--- config.mk ---
export PLATFORM = sky130hd
export DESIGN_NAME = lsrb_top
export DESIGN_NICKNAME = d
export VERILOG_FILES = /design/src/rtl/lsrb_pkg.sv /design/src/rtl/lsrb_top.sv
export SDC_FILE = /design/constraint.sdc
export NUM_CORES = 1
export LEC_CHECK = 0
export BUFFER_PORTS_ARGS = -buffer_cell sky130_fd_sc_hd__buf_2
export CORE_MARGIN = 5
export CORE_UTILIZATION = 45
export DETAILED_ROUTE_END_ITERATION = 10
export GPL_TIMING_DRIVEN = 0
export MAX_ROUTING_LAYER = met4
export PLACE_DENSITY_LB_ADDON = 0.3
export SLEW_MARGIN = 25
export SYNTH_ARGS = -nofsm -noshare
export SYNTH_HDL_FRONTEND = slang
export SYNTH_SLANG_ARGS = --single-unit
--- constraint.sdc ---
create_clock -name pclk -period 4.6 [get_ports pclk]
set_clock_uncertainty 0.05 [all_clocks]
set_input_delay 0.92 -clock pclk [delete_from_list [all_inputs] [get_ports pclk]]
set_output_delay 0.92 -clock pclk [all_outputs]
set_load 0.05 [all_outputs]
--- src/rtl/lsrb_pkg.sv ---
package lsrb_pkg;
  // ---------------------------------------------------------------
  // Geometry
  // ---------------------------------------------------------------
  localparam int NUM_FP = 32;
  localparam int NUM_BP = 4;
  localparam int RAM_BYTES = 16;
  localparam int FP_PER_BYTE = 2;

  // ---------------------------------------------------------------
  // APB byte addresses
  // ---------------------------------------------------------------
  localparam logic [7:0] ADDR_CTRL = 8'h00;
  localparam logic [7:0] ADDR_CMD = 8'h04;
  localparam logic [7:0] ADDR_BLINK = 8'h08;
  localparam logic [7:0] ADDR_FPEN = 8'h0C;
  localparam logic [7:0] ADDR_STATUS = 8'h10;
  localparam logic [7:0] ADDR_RAM_BASE = 8'h40;
  localparam logic [7:0] ADDR_RAM_LAST = 8'h7C;

  // ---------------------------------------------------------------
  // Field positions
  // ---------------------------------------------------------------
  localparam int CTRL_EN_BIT = 0;
  localparam int CTRL_DUTY_LSB = 1;
  localparam int CTRL_LOW_POWER_WAVE_SEL_BIT = 3;
  localparam int CTRL_PRESC_LSB = 4;
  localparam int CTRL_BLANK_BIT = 7;
  localparam int CMD_BANK_BIT = 0;
  localparam int CMD_CLEAR_BIT = 1;
  localparam int BLK_ON_BIT = 0;
  localparam int BLK_ALL_BIT = 1;
  localparam int BLK_RATE_LSB = 2;

  // ---------------------------------------------------------------
  // Reset values and encodings
  // ---------------------------------------------------------------
  localparam logic [1:0] DUTY_HALF = 2'h1;
  localparam logic [1:0] DUTY_THIRD = 2'h2;
  localparam logic [1:0] DUTY_QUARTER = 2'h3;
  localparam logic [1:0] DUTY_RESET = 2'h3;
  localparam logic [31:0] FPEN_RESET = 32'h0000_0000;

  // ---------------------------------------------------------------
  // Divider constants
  // ---------------------------------------------------------------
  localparam logic [11:0] BASE_DIV_UNIT = 12'h010;  // 16 input edges
  localparam logic [12:0] BLINK_DIV_UNIT = 13'h0020; // 2 to the 5th

  // Backplane phase, Gray coded along the scan
  typedef enum logic [1:0] {
    LSRB_BP0 = 2'b00,
    LSRB_BP1 = 2'b01,
    LSRB_BP2 = 2'b11,
    LSRB_BP3 = 2'b10
  } lsrb_phase_t;
endpackage

--- src/rtl/lsrb_top.sv ---
// Our own choices: the APB interface to the registers and the address map.
`timescale 1ns/10ps
module lsrb_top
  import lsrb_pkg::*;
(
  input wire logic pclk,
  input wire logic presetn,
  input wire logic psel,
  input wire logic penable,
  input wire logic pwrite,
  input wire logic [7:0] paddr,
  input wire logic [31:0] pwdata,
  output logic [31:0] prdata,
  output logic pready,
  output logic pslverr,
  input wire logic display_clk_in,
  output logic [NUM_FP-1:0] frontplane_output,
  output logic [NUM_BP-1:0] backplane_output,
  output logic drive_polarity
);

  // ---------------------------------------------------------------
  // Register state
  // ---------------------------------------------------------------
  logic display_enable_r;
  logic [1:0] duty_select_r;
  logic low_power_wave_sel_r;
  logic [2:0] base_clock_prescale_r;
  logic blank_r;
  logic ram_bank_select_r;
  logic ram_clear_cmd_r;
  logic blink_ctrl_r;
  logic all_segment_blink_sel_r;
  logic [2:0] blink_rate_select_r;
  logic [NUM_FP-1:0] frontplane_enable_r;
  logic [7:0] data_bank_r [RAM_BYTES];
  logic [7:0] blink_bank_r [RAM_BYTES];
  logic [31:0] prdata_r;
  logic pslverr_r;

  // Timing state
  logic clk_in_d_r;
  logic [10:0] base_cnt_r;
  lsrb_phase_t phase_r;
  lsrb_phase_t phase_nxt;
  logic [1:0] phase_r_idx;
  logic [11:0] blink_cnt_r;
  logic blink_active_r;
  logic blink_off_r;
  logic [NUM_FP-1:0] fp_seg_r;
  logic [NUM_BP-1:0] bp_r;
  logic pol_r;

  // ---------------------------------------------------------------
  // APB decode
  // ---------------------------------------------------------------
  logic wr_en;
  logic setup;
  logic ram_hit;
  logic [3:0] ram_idx;
  logic mapped;

  assign wr_en = psel & penable & pwrite;
  assign setup = psel & ~penable;
  assign ram_hit = (paddr >= ADDR_RAM_BASE) && (paddr <= ADDR_RAM_LAST) &&
                   (paddr[1:0] == 2'h0);
  assign ram_idx = paddr[5:2];
  assign mapped = ram_hit || paddr == ADDR_CTRL || paddr == ADDR_CMD ||
                  paddr == ADDR_BLINK || paddr == ADDR_FPEN ||
                  paddr == ADDR_STATUS;
  // Zero wait states; read data is captured in the setup cycle
  assign pready = 1'b1;
  assign prdata = prdata_r;
  assign pslverr = pslverr_r;

  // Control register writes
  always_ff @(posedge pclk or negedge presetn) begin
    if (!presetn) begin
      display_enable_r <= 1'b0;
      duty_select_r <= DUTY_RESET;
      low_power_wave_sel_r <= 1'b0;
      base_clock_prescale_r <= 3'h0;
      blank_r <= 1'b0;
      blink_ctrl_r <= 1'b0;
      all_segment_blink_sel_r <= 1'b0;
      blink_rate_select_r <= 3'h0;
      frontplane_enable_r <= FPEN_RESET;
      ram_bank_select_r <= 1'b0;
    end else if (wr_en) begin
      case (paddr)
        ADDR_CTRL: begin
          display_enable_r <= pwdata[CTRL_EN_BIT];
          duty_select_r <= pwdata[CTRL_DUTY_LSB +: 2];
          low_power_wave_sel_r <= pwdata[CTRL_LOW_POWER_WAVE_SEL_BIT];
          base_clock_prescale_r <= pwdata[CTRL_PRESC_LSB +: 3];
          blank_r <= pwdata[CTRL_BLANK_BIT];
        end
        ADDR_CMD: ram_bank_select_r <= pwdata[CMD_BANK_BIT];
        ADDR_BLINK: begin
          blink_ctrl_r <= pwdata[BLK_ON_BIT];
          all_segment_blink_sel_r <= pwdata[BLK_ALL_BIT];
          blink_rate_select_r <= pwdata[BLK_RATE_LSB +: 3];
        end
        ADDR_FPEN: frontplane_enable_r <= pwdata;
        default: ;
      endcase
    end
  end

  // self-clearing strobe
  // Clear finishes in one cycle, so the bit reads 1 for one cycle only
  always_ff @(posedge pclk or negedge presetn) begin
    if (!presetn) begin
      ram_clear_cmd_r <= 1'b0;
    end else begin
      ram_clear_cmd_r <= wr_en && paddr == ADDR_CMD && pwdata[CMD_CLEAR_BIT];
    end
  end

  // ---------------------------------------------------------------
  // Segment RAM, two banks
  // ---------------------------------------------------------------
  // No reset: contents are undefined until software writes them.
  // Only the RAM window and the clear strobe touch the banks, so
  // control, enable and blank writes never disturb them.
  genvar gi;
  generate
    for (gi = 0; gi < RAM_BYTES; gi++) begin : g_ram
      always_ff @(posedge pclk) begin
        if (ram_clear_cmd_r && !ram_bank_select_r) begin
          data_bank_r[gi] <= 8'h00;
        end else if (wr_en && ram_hit && ram_idx == 4'(gi) &&
                     !ram_bank_select_r) begin
          data_bank_r[gi] <= pwdata[7:0];
        end
      end
      always_ff @(posedge pclk) begin
        if (ram_clear_cmd_r && ram_bank_select_r) begin
          blink_bank_r[gi] <= 8'h00;
        end else if (wr_en && ram_hit && ram_idx == 4'(gi) &&
                     ram_bank_select_r) begin
          blink_bank_r[gi] <= pwdata[7:0];
        end
      end
    end
  endgenerate

  // Read mux, captured in setup so prdata is a flop
  always_ff @(posedge pclk or negedge presetn) begin
    if (!presetn) begin
      prdata_r <= 32'h0000_0000;
      pslverr_r <= 1'b0;
    end else if (setup) begin
      pslverr_r <= !mapped;
      prdata_r <= 32'h0000_0000;
      if (ram_hit) begin
        prdata_r[7:0] <= ram_bank_select_r ? blink_bank_r[ram_idx] :
                                             data_bank_r[ram_idx];
      end else begin
        case (paddr)
          ADDR_CTRL: prdata_r[7:0] <= {blank_r, base_clock_prescale_r,
                                       low_power_wave_sel_r, duty_select_r,
                                       display_enable_r};
          ADDR_CMD: prdata_r[1:0] <= {ram_clear_cmd_r, ram_bank_select_r};
          ADDR_BLINK: prdata_r[4:0] <= {blink_rate_select_r,
                                        all_segment_blink_sel_r,
                                        blink_ctrl_r};
          ADDR_FPEN: prdata_r <= frontplane_enable_r;
          ADDR_STATUS: prdata_r[3:0] <= {blink_off_r, blink_active_r,
                                         phase_r};
          default: ;
        endcase
      end
    end
  end

  // ---------------------------------------------------------------
  // Waveform timing generator
  // ---------------------------------------------------------------
  logic clk_rise;
  logic [11:0] base_div;
  logic base_tick;
  logic frame_start;
  lsrb_phase_t last_phase;

  assign clk_rise = display_clk_in & ~clk_in_d_r;
  // base divider is 16 times 2 to prescale
  assign base_div = BASE_DIV_UNIT << base_clock_prescale_r;
  // Compare with >= so a smaller prescale never strands the counter high
  assign base_tick = clk_rise && base_cnt_r >= 11'(base_div - 12'h001);

  // duty decode; 00 is treated as quarter duty
  always_comb begin
    case (duty_select_r)
      DUTY_HALF: last_phase = LSRB_BP1;
      DUTY_THIRD: last_phase = LSRB_BP2;
      default: last_phase = LSRB_BP3;
    endcase
  end

  // frame closes after the last active backplane
  assign frame_start = base_tick && phase_r == last_phase;

  always_comb begin
    case (phase_r)
      LSRB_BP0: phase_nxt = LSRB_BP1;
      LSRB_BP1: phase_nxt = LSRB_BP2;
      LSRB_BP2: phase_nxt = LSRB_BP3;
      default: phase_nxt = LSRB_BP0;
    endcase
    if (phase_r == last_phase) begin
      phase_nxt = LSRB_BP0;
    end
  end

  always_ff @(posedge pclk or negedge presetn) begin
    if (!presetn) begin
      clk_in_d_r <= 1'b0;
    end else begin
      clk_in_d_r <= display_clk_in;
    end
  end

  always_ff @(posedge pclk or negedge presetn) begin
    if (!presetn) begin
      base_cnt_r <= 11'h000;
      phase_r <= LSRB_BP0;
    end else if (!display_enable_r) begin
      base_cnt_r <= 11'h000;
      phase_r <= LSRB_BP0;
    end else if (clk_rise) begin
      base_cnt_r <= base_tick ? 11'h000 : base_cnt_r + 11'h001;
      if (base_tick) begin
        phase_r <= phase_nxt;
      end
    end
  end

  // normal inverts each phase, low power each frame
  always_ff @(posedge pclk or negedge presetn) begin
    if (!presetn) begin
      pol_r <= 1'b0;
    end else if (display_enable_r &&
                 (low_power_wave_sel_r ? frame_start : base_tick)) begin
      pol_r <= ~pol_r;
    end
  end

  // ---------------------------------------------------------------
  // Blink generator
  // ---------------------------------------------------------------
  logic [12:0] blink_div;
  logic [11:0] blink_top;
  logic blink_half;

  // divider of 2 to the (5 + rate), 32 up to 4096
  assign blink_div = BLINK_DIV_UNIT << blink_rate_select_r;
  assign blink_top = 12'(blink_div - 13'h0001);
  // second half of the period is the off half
  assign blink_half = {1'b0, blink_cnt_r} >= (blink_div >> 1);

  always_ff @(posedge pclk or negedge presetn) begin
    if (!presetn) begin
      blink_cnt_r <= 12'h000;
    end else if (!blink_active_r) begin
      blink_cnt_r <= 12'h000;
    end else if (base_tick) begin
      blink_cnt_r <= (blink_cnt_r >= blink_top) ? 12'h000 :
                     blink_cnt_r + 12'h001;
    end
  end

  // blink bit sampled only at a frame start
  // on/off halves switch on frame edges
  always_ff @(posedge pclk or negedge presetn) begin
    if (!presetn) begin
      blink_active_r <= 1'b0;
      blink_off_r <= 1'b0;
    end else if (!display_enable_r) begin
      blink_active_r <= 1'b0;
      blink_off_r <= 1'b0;
    end else if (frame_start) begin
      blink_active_r <= blink_ctrl_r;
      blink_off_r <= blink_ctrl_r && blink_active_r && blink_half;
    end
  end

  // ---------------------------------------------------------------
  // Segment and backplane drive
  // ---------------------------------------------------------------
  // byte n/2 holds frontplanes 2k and 2k+1, four bits each
  generate
    for (gi = 0; gi < NUM_FP; gi++) begin : g_fp
      logic seg_on;
      logic seg_blink;
      // one bit per crossing of frontplane and backplane
      assign seg_on = data_bank_r[gi / FP_PER_BYTE]
                      [(gi % FP_PER_BYTE) * NUM_BP + int'(phase_r_idx)];
      assign seg_blink = all_segment_blink_sel_r ||
                         blink_bank_r[gi / FP_PER_BYTE]
                         [(gi % FP_PER_BYTE) * NUM_BP + int'(phase_r_idx)];
      // enable gates the drive, blank forces off
      always_ff @(posedge pclk or negedge presetn) begin
        if (!presetn) begin
          fp_seg_r[gi] <= 1'b0;
        end else begin
          fp_seg_r[gi] <= display_enable_r && frontplane_enable_r[gi] &&
                          !blank_r && seg_on &&
                          !(blink_off_r && seg_blink);
        end
      end
    end
  endgenerate

  // Gray phase to backplane index
  always_comb begin
    case (phase_r)
      LSRB_BP0: phase_r_idx = 2'h0;
      LSRB_BP1: phase_r_idx = 2'h1;
      LSRB_BP2: phase_r_idx = 2'h2;
      default: phase_r_idx = 2'h3;
    endcase
  end

  generate
    for (gi = 0; gi < NUM_BP; gi++) begin : g_bp
      always_ff @(posedge pclk or negedge presetn) begin
        if (!presetn) begin
          bp_r[gi] <= 1'b0;
        end else begin
          bp_r[gi] <= display_enable_r && phase_r_idx == 2'(gi);
        end
      end
    end
  endgenerate

  assign frontplane_output = fp_seg_r;
  assign backplane_output = bp_r;
  assign drive_polarity = pol_r;

  // ---------------------------------------------------------------
  // Assertions
  // ---------------------------------------------------------------
  logic [8*RAM_BYTES-1:0] data_flat;
  logic [8*RAM_BYTES-1:0] blink_flat;
  generate
    for (gi = 0; gi < RAM_BYTES; gi++) begin : g_flat
      assign data_flat[gi*8 +: 8] = data_bank_r[gi];
      assign blink_flat[gi*8 +: 8] = blink_bank_r[gi];
    end
  endgenerate
endmodule

Word-level counts from Yosys, hierarchy flattened
Memories as Yosys holds them, arrays and structs flattened.
Index checks and enable logic that the tools add are counted.
Storage, ports and cells
  flip-flop bits (word level): 145
  bits in writable memories: 256
  input port bits: 46
  output and inout port bits: 71
  memories kept: 2
Cells by class
  add/sub/neg operators: 5
  $lt $le $gt $ge: 7
  equality and inequality tests: 31
  shift-type cells: 2
  multiplexer cells: 318
  bitwise operators: 39
  reduce and logical (&&, ||, !) cells: 306
Memory list
  blink_bank_r: words 16, bits a word 8, read ports 17, clocked after Yosys merged registers in 0, write ports 16, RTL line lsrb_top.sv:37  | logic [7:0] blink_bank_r [RAM_BYTES];
  data_bank_r: words 16, bits a word 8, read ports 17, clocked after Yosys merged registers in 0, write ports 16, RTL line lsrb_top.sv:36  | logic [7:0] data_bank_r [RAM_BYTES];
Operator list (number)
  $mux 8: 34
  $logic_and 1x1->1: 224
  $mux 1: 201
  $bmux 1 s3: 32
  $bmux 1 s2: 32
  $mux 24: 2
  $logic_or 1x1->1: 37
  $mux 12: 3
  $logic_not 1->1: 35
  $mux 11: 3
  $eq 4x4->1 const B: 8
  $lt 32x5->1 const B: 1
  $or 1x1->1: 32
  $ge 12x12->1: 2
  $eq 4x3->1 const B: 4
  $eq 8x4->1 const B: 2
  $shl 6x3->13 const A: 1
  $add 12x1->12 const B: 1
  $pmux 2 s3: 2
  $sub 12x1->12 const B: 1
  $add 11x1->11 const B: 1
  $ge 11x11->1: 1
  $shl 5x3->11 const A: 1
  $sub 11x1->11 const B: 1
  24 further kinds: 47

Longest topological paths before layout
  depth after elaboration: 10
  gate-level depth with buffers: 15
  gate-level depth less buffers: 12

Worst setup path before layout
No wires, ideal clock.
  kind: reg2reg
  start: register base_clock_prescale_r[1]
  end: register blink_cnt_r[10]
  library setup time: 138 ps
  data arrival time: 3173 ps
  required time: 4412 ps
  slack: 1239 ps
  stages on the path, launching flop included: 15
  buffers on the path: 3
  clock period less this slack: 3361 ps
  cells stage by stage: dfrtp_1 -> clkbuf_1 -> or3_1 -> ha_1 -> nor3_1 -> a21o_1 -> a21oi_1 -> ha_1 -> nand4_1 -> or4_1 -> and3_1 -> buf_6 -> o21ai_1 -> buf_4 -> o221ai_1
Between the ends
  longest elaborated chain between the ends: 5
Ends and longest elaborated chain
  start, declared: RTL line lsrb_top.sv:28  | logic [2:0] base_clock_prescale_r;
  start signal, assigned: RTL line lsrb_top.sv:95  | base_clock_prescale_r <= pwdata[CTRL_PRESC_LSB +: 3];
  $shl 5x3->11: RTL line lsrb_top.sv:188  | assign base_div = BASE_DIV_UNIT << base_clock_prescale_r;
  $sub 11x1->11: RTL line lsrb_top.sv:190  | assign base_tick = clk_rise && base_cnt_r >= 11'(base_div - 12'h001);
  $ge 11x11->1: RTL line lsrb_top.sv:190
  $logic_and 1x1->1: RTL line lsrb_top.sv:190
  $ne 2x1->1 (no source line)
  end signal, assigned: RTL line lsrb_top.sv:268  | blink_cnt_r <= (blink_cnt_r >= blink_top) ? 12'h000 :
  end, declared: RTL line lsrb_top.sv:47  | logic [11:0] blink_cnt_r;
No other way between the ends.
A chain may end at the register's enable or synchronous reset.

Worst setup path in the final report
  start: register base_clock_prescale_r[0]
  end: register blink_cnt_r[5]
Same word-level chain as after synthesis.

==> run summary <==
Post-synth top cells -> 269 x and2_1, 256 x edfxtp_1, 143 x dfrtp_1
Filler cell count -> 3,922
Min-delay worst type -> primary input to async pin
Synth Flop Type -> edfxtp_1
Synth unique cells -> 66
Placed Cells -> 2,390
Largest net degree at the start of global routing -> 90
Design Power -> 7.82 mW
Skew-Pair Late Insertion Delay -> 0.60 ns
H-tree levels -> 2
Die height -> 225 um
Cell leakage power -> 9.51 nW
Total grt overflow -> 0
Wire per inst -> 28.8 um
Storage cell area -> 0.0113 mm2
Final critical-path required period -> 3.89 ns
DRC viols -> 0
Cell Area, Synth -> 0.0207 mm2
Dpl ws -> 0.758 ns
Setup TNS -> 0 ns
Critical path capture point type -> flip-flop
Max Freq -> 0.257 GHz
Slew headroom -> 25.5%
Startpoint types -> flip-flop
Maxcap violations -> 0
PnR worst setup slack -> 0.710 ns
CORE AREA -> 0.0455 mm2
Fin area -> 0.0236 mm2
Worst R2R Path Depth -> 13
Final ANT Viol Nets -> 0
Die width -> 225 um
Switching Power -> 1.80 mW
CTS tree -> done
Worst slack on hold paths -> 0.218 ns
Worst Tran Pin Value -> 1.12 ns
Worst setup path class -> flip-flop to flip-flop
Final period util -> 84.6%
Max Transition Viols Final -> 0
Rows -> 78
Die area -> 0.0504 mm2
Post-CTS Hold Buffers -> 0
Final Util -> 51.8%
Port buffer count -> 112
Routed vias/inst -> 6.19
Synth top area share -> 37.1%
Detailed-route via count -> 15,300
Area of the multi-input gates -> 0.00882 mm2
Post-CTS Resized -> 0
Initial antenna violation count -> 3
WL final -> 71.3 mm
Root Driver -> clkbuf_16
Part of the power in registers -> 48.9%
Initial DRC count -> 1,997
RSZ-0062 raised after global routing -> no
Mapped Cells -> 1,677
VDD IR-drop max -> 271 uV
PD cells -> 332 mW/mm2
Async set-or-reset flop fraction in the synthesized netlist -> 36.2%
Syn_nets -> 1,757
Placed cell area -> 0.0221 mm2
Top cells by area, synth -> edfxtp_1 37%, dfrtp_1 17%, and2_1 8.1%
DR pass1 iterations -> 6
Pint -> 6.03 mW
Final nets -> 1,917
Mean Syn Cell Area -> 12.4 um2
Clk sinks -> 401
Cts bufs inserted -> 45
Post-layout instance count excluding filler cells -> 2,475
First-pass GRT wire length -> 101 mm
Outcome -> complete, no violations
Clock-pin transition on the worst setup and hold timing paths -> 0.06 ns
Proportion of layout cells with a drive suffix above 1 -> 21.3%
Post-CTS Setup Bufs -> 0
Clk buf depth -> 3
CP max FO -> 10
Final Wtd Congestion -> 1.05
Num ports -> 117
Post-synth EDFFs -> 256
Top-count cell post-synth -> and2_1
P&R area growth vs syn -> 13.8%
Synthesis Warnings -> 0
Final hold violation count -> 0
Vias in the first global route -> 14,700
Logic gate share of total power -> 4.4%
Synth Register Bits -> 401
Largest area contributor in the netlist -> edfxtp_1
Final setup viols -> 0
Worst EP arrival -> 4.34 ns
Sw Ratio -> 23.0%
DP Wirelength -> 52.7 mm
Clock power frac -> 46.8%
Total GRT Usage -> 28.4%
Post-synthesis sequential area ratio -> 54.6%
Initial Util -> 45.5%
Critical Path RT -> 5.05 ns
## placed cells by master (no fill, tap or decap), types with 34 or more instances in the layout
cell type	Yosys	final
dfrtp_1	143	143
mux2i_1	91	91
mux4_2	54	54
nor2_1	103	103
buf_2	23	135
mux2_2	109	109
and2_1	269	269
edfxtp_1	256	256
clkbuf_1	74	83
ha_1	34	34
a21oi_1	110	110
clkbuf_16	0	46
nand2_1	88	88
a211oi_1	39	39
## final timing paths
path / from / to / slack, ns
hold / removal: presetn / backplane_output[1] / 0.22
hold reg to reg: drive_polarity / drive_polarity / 0.43
min in group pclk: drive_polarity / drive_polarity / 0.43
max in group asynchronous: presetn / frontplane_output[8] / 3.50
setup / recovery: base_clock_prescale_r[0] / blink_cnt_r[5] / 0.71
setup reg to reg: base_clock_prescale_r[0] / blink_cnt_r[5] / 0.71
## area by class of cell
type,count,area share (%)
Clock buffer,62,5.44
Inverter,15,0.239
Antenna cell,1,0.0106
Sequential cell,401,48.0
Tap cell,600,3.19
Multi-Input combinational cell,1144,37.4
Clock inverter,22,0.929
Buffer,117,2.22
Timing Repair Buffer,113,2.54
## worst max-delay path, stage by stage (launching register included)
cell and delay, ns:
dfrtp_1 0.36, clkbuf_1 0.25, or3_1 0.43, ha_1 0.28, nor3_1 0.22, a21o_1 0.12
a21oi_1 0.07, ha_1 0.32, nand4_1 0.11, or4_1 0.57, a31oi_2 0.45, buf_4 0.26
a41oi_1 0.12, a31oi_1 0.19
## power by group through the flow
| stage | combinational (mW) | sequential [mW] | clock, mW |
|---|---|---|---|
| 5_1_grt | 0.353 | 3.82 | 3.82 |
| 3_5_place_dp | 0.333 | 3.90 | 0 |
| 2_1_floorplan | 0.137 | 3.91 | 0 |
| 4_1_cts | 0.334 | 3.82 | 3.67 |
| 6_report | 0.342 | 3.82 | 3.66 |
| 3_3_place_gp | 0.326 | 3.90 | 0 |
## routing by layer
metal	track usage [%]	wire length, um
met4	10.3	2940
met3	7.41	8410
met5	-	0
met1	37.9	28500
met2	42.2	31400
## kinds of logic after synthesis
family	share of synthesized area [%]
AOI/OAI and AO/OA	8.82
other	0.0181
DFF	54.6
xor gates and xnor gates	0.465
adders and majority gates	2.05
buffers and inverters	2.78
and+or+nand+nor	14.9
muxes	16.3
## registers in the layout (all words and copies together), names as in the netlist, 2 cells and up
register,cells
backplane_output,4
base_clock_prescale_r,3
base_cnt_r,11
blink_bank_r,128
blink_cnt_r,12
blink_rate_select_r,3
data_bank_r,128
duty_select_r,2
frontplane_enable_r,32
frontplane_output,32
phase_r,2
prdata,32
(Power assumes the default switching activity.)
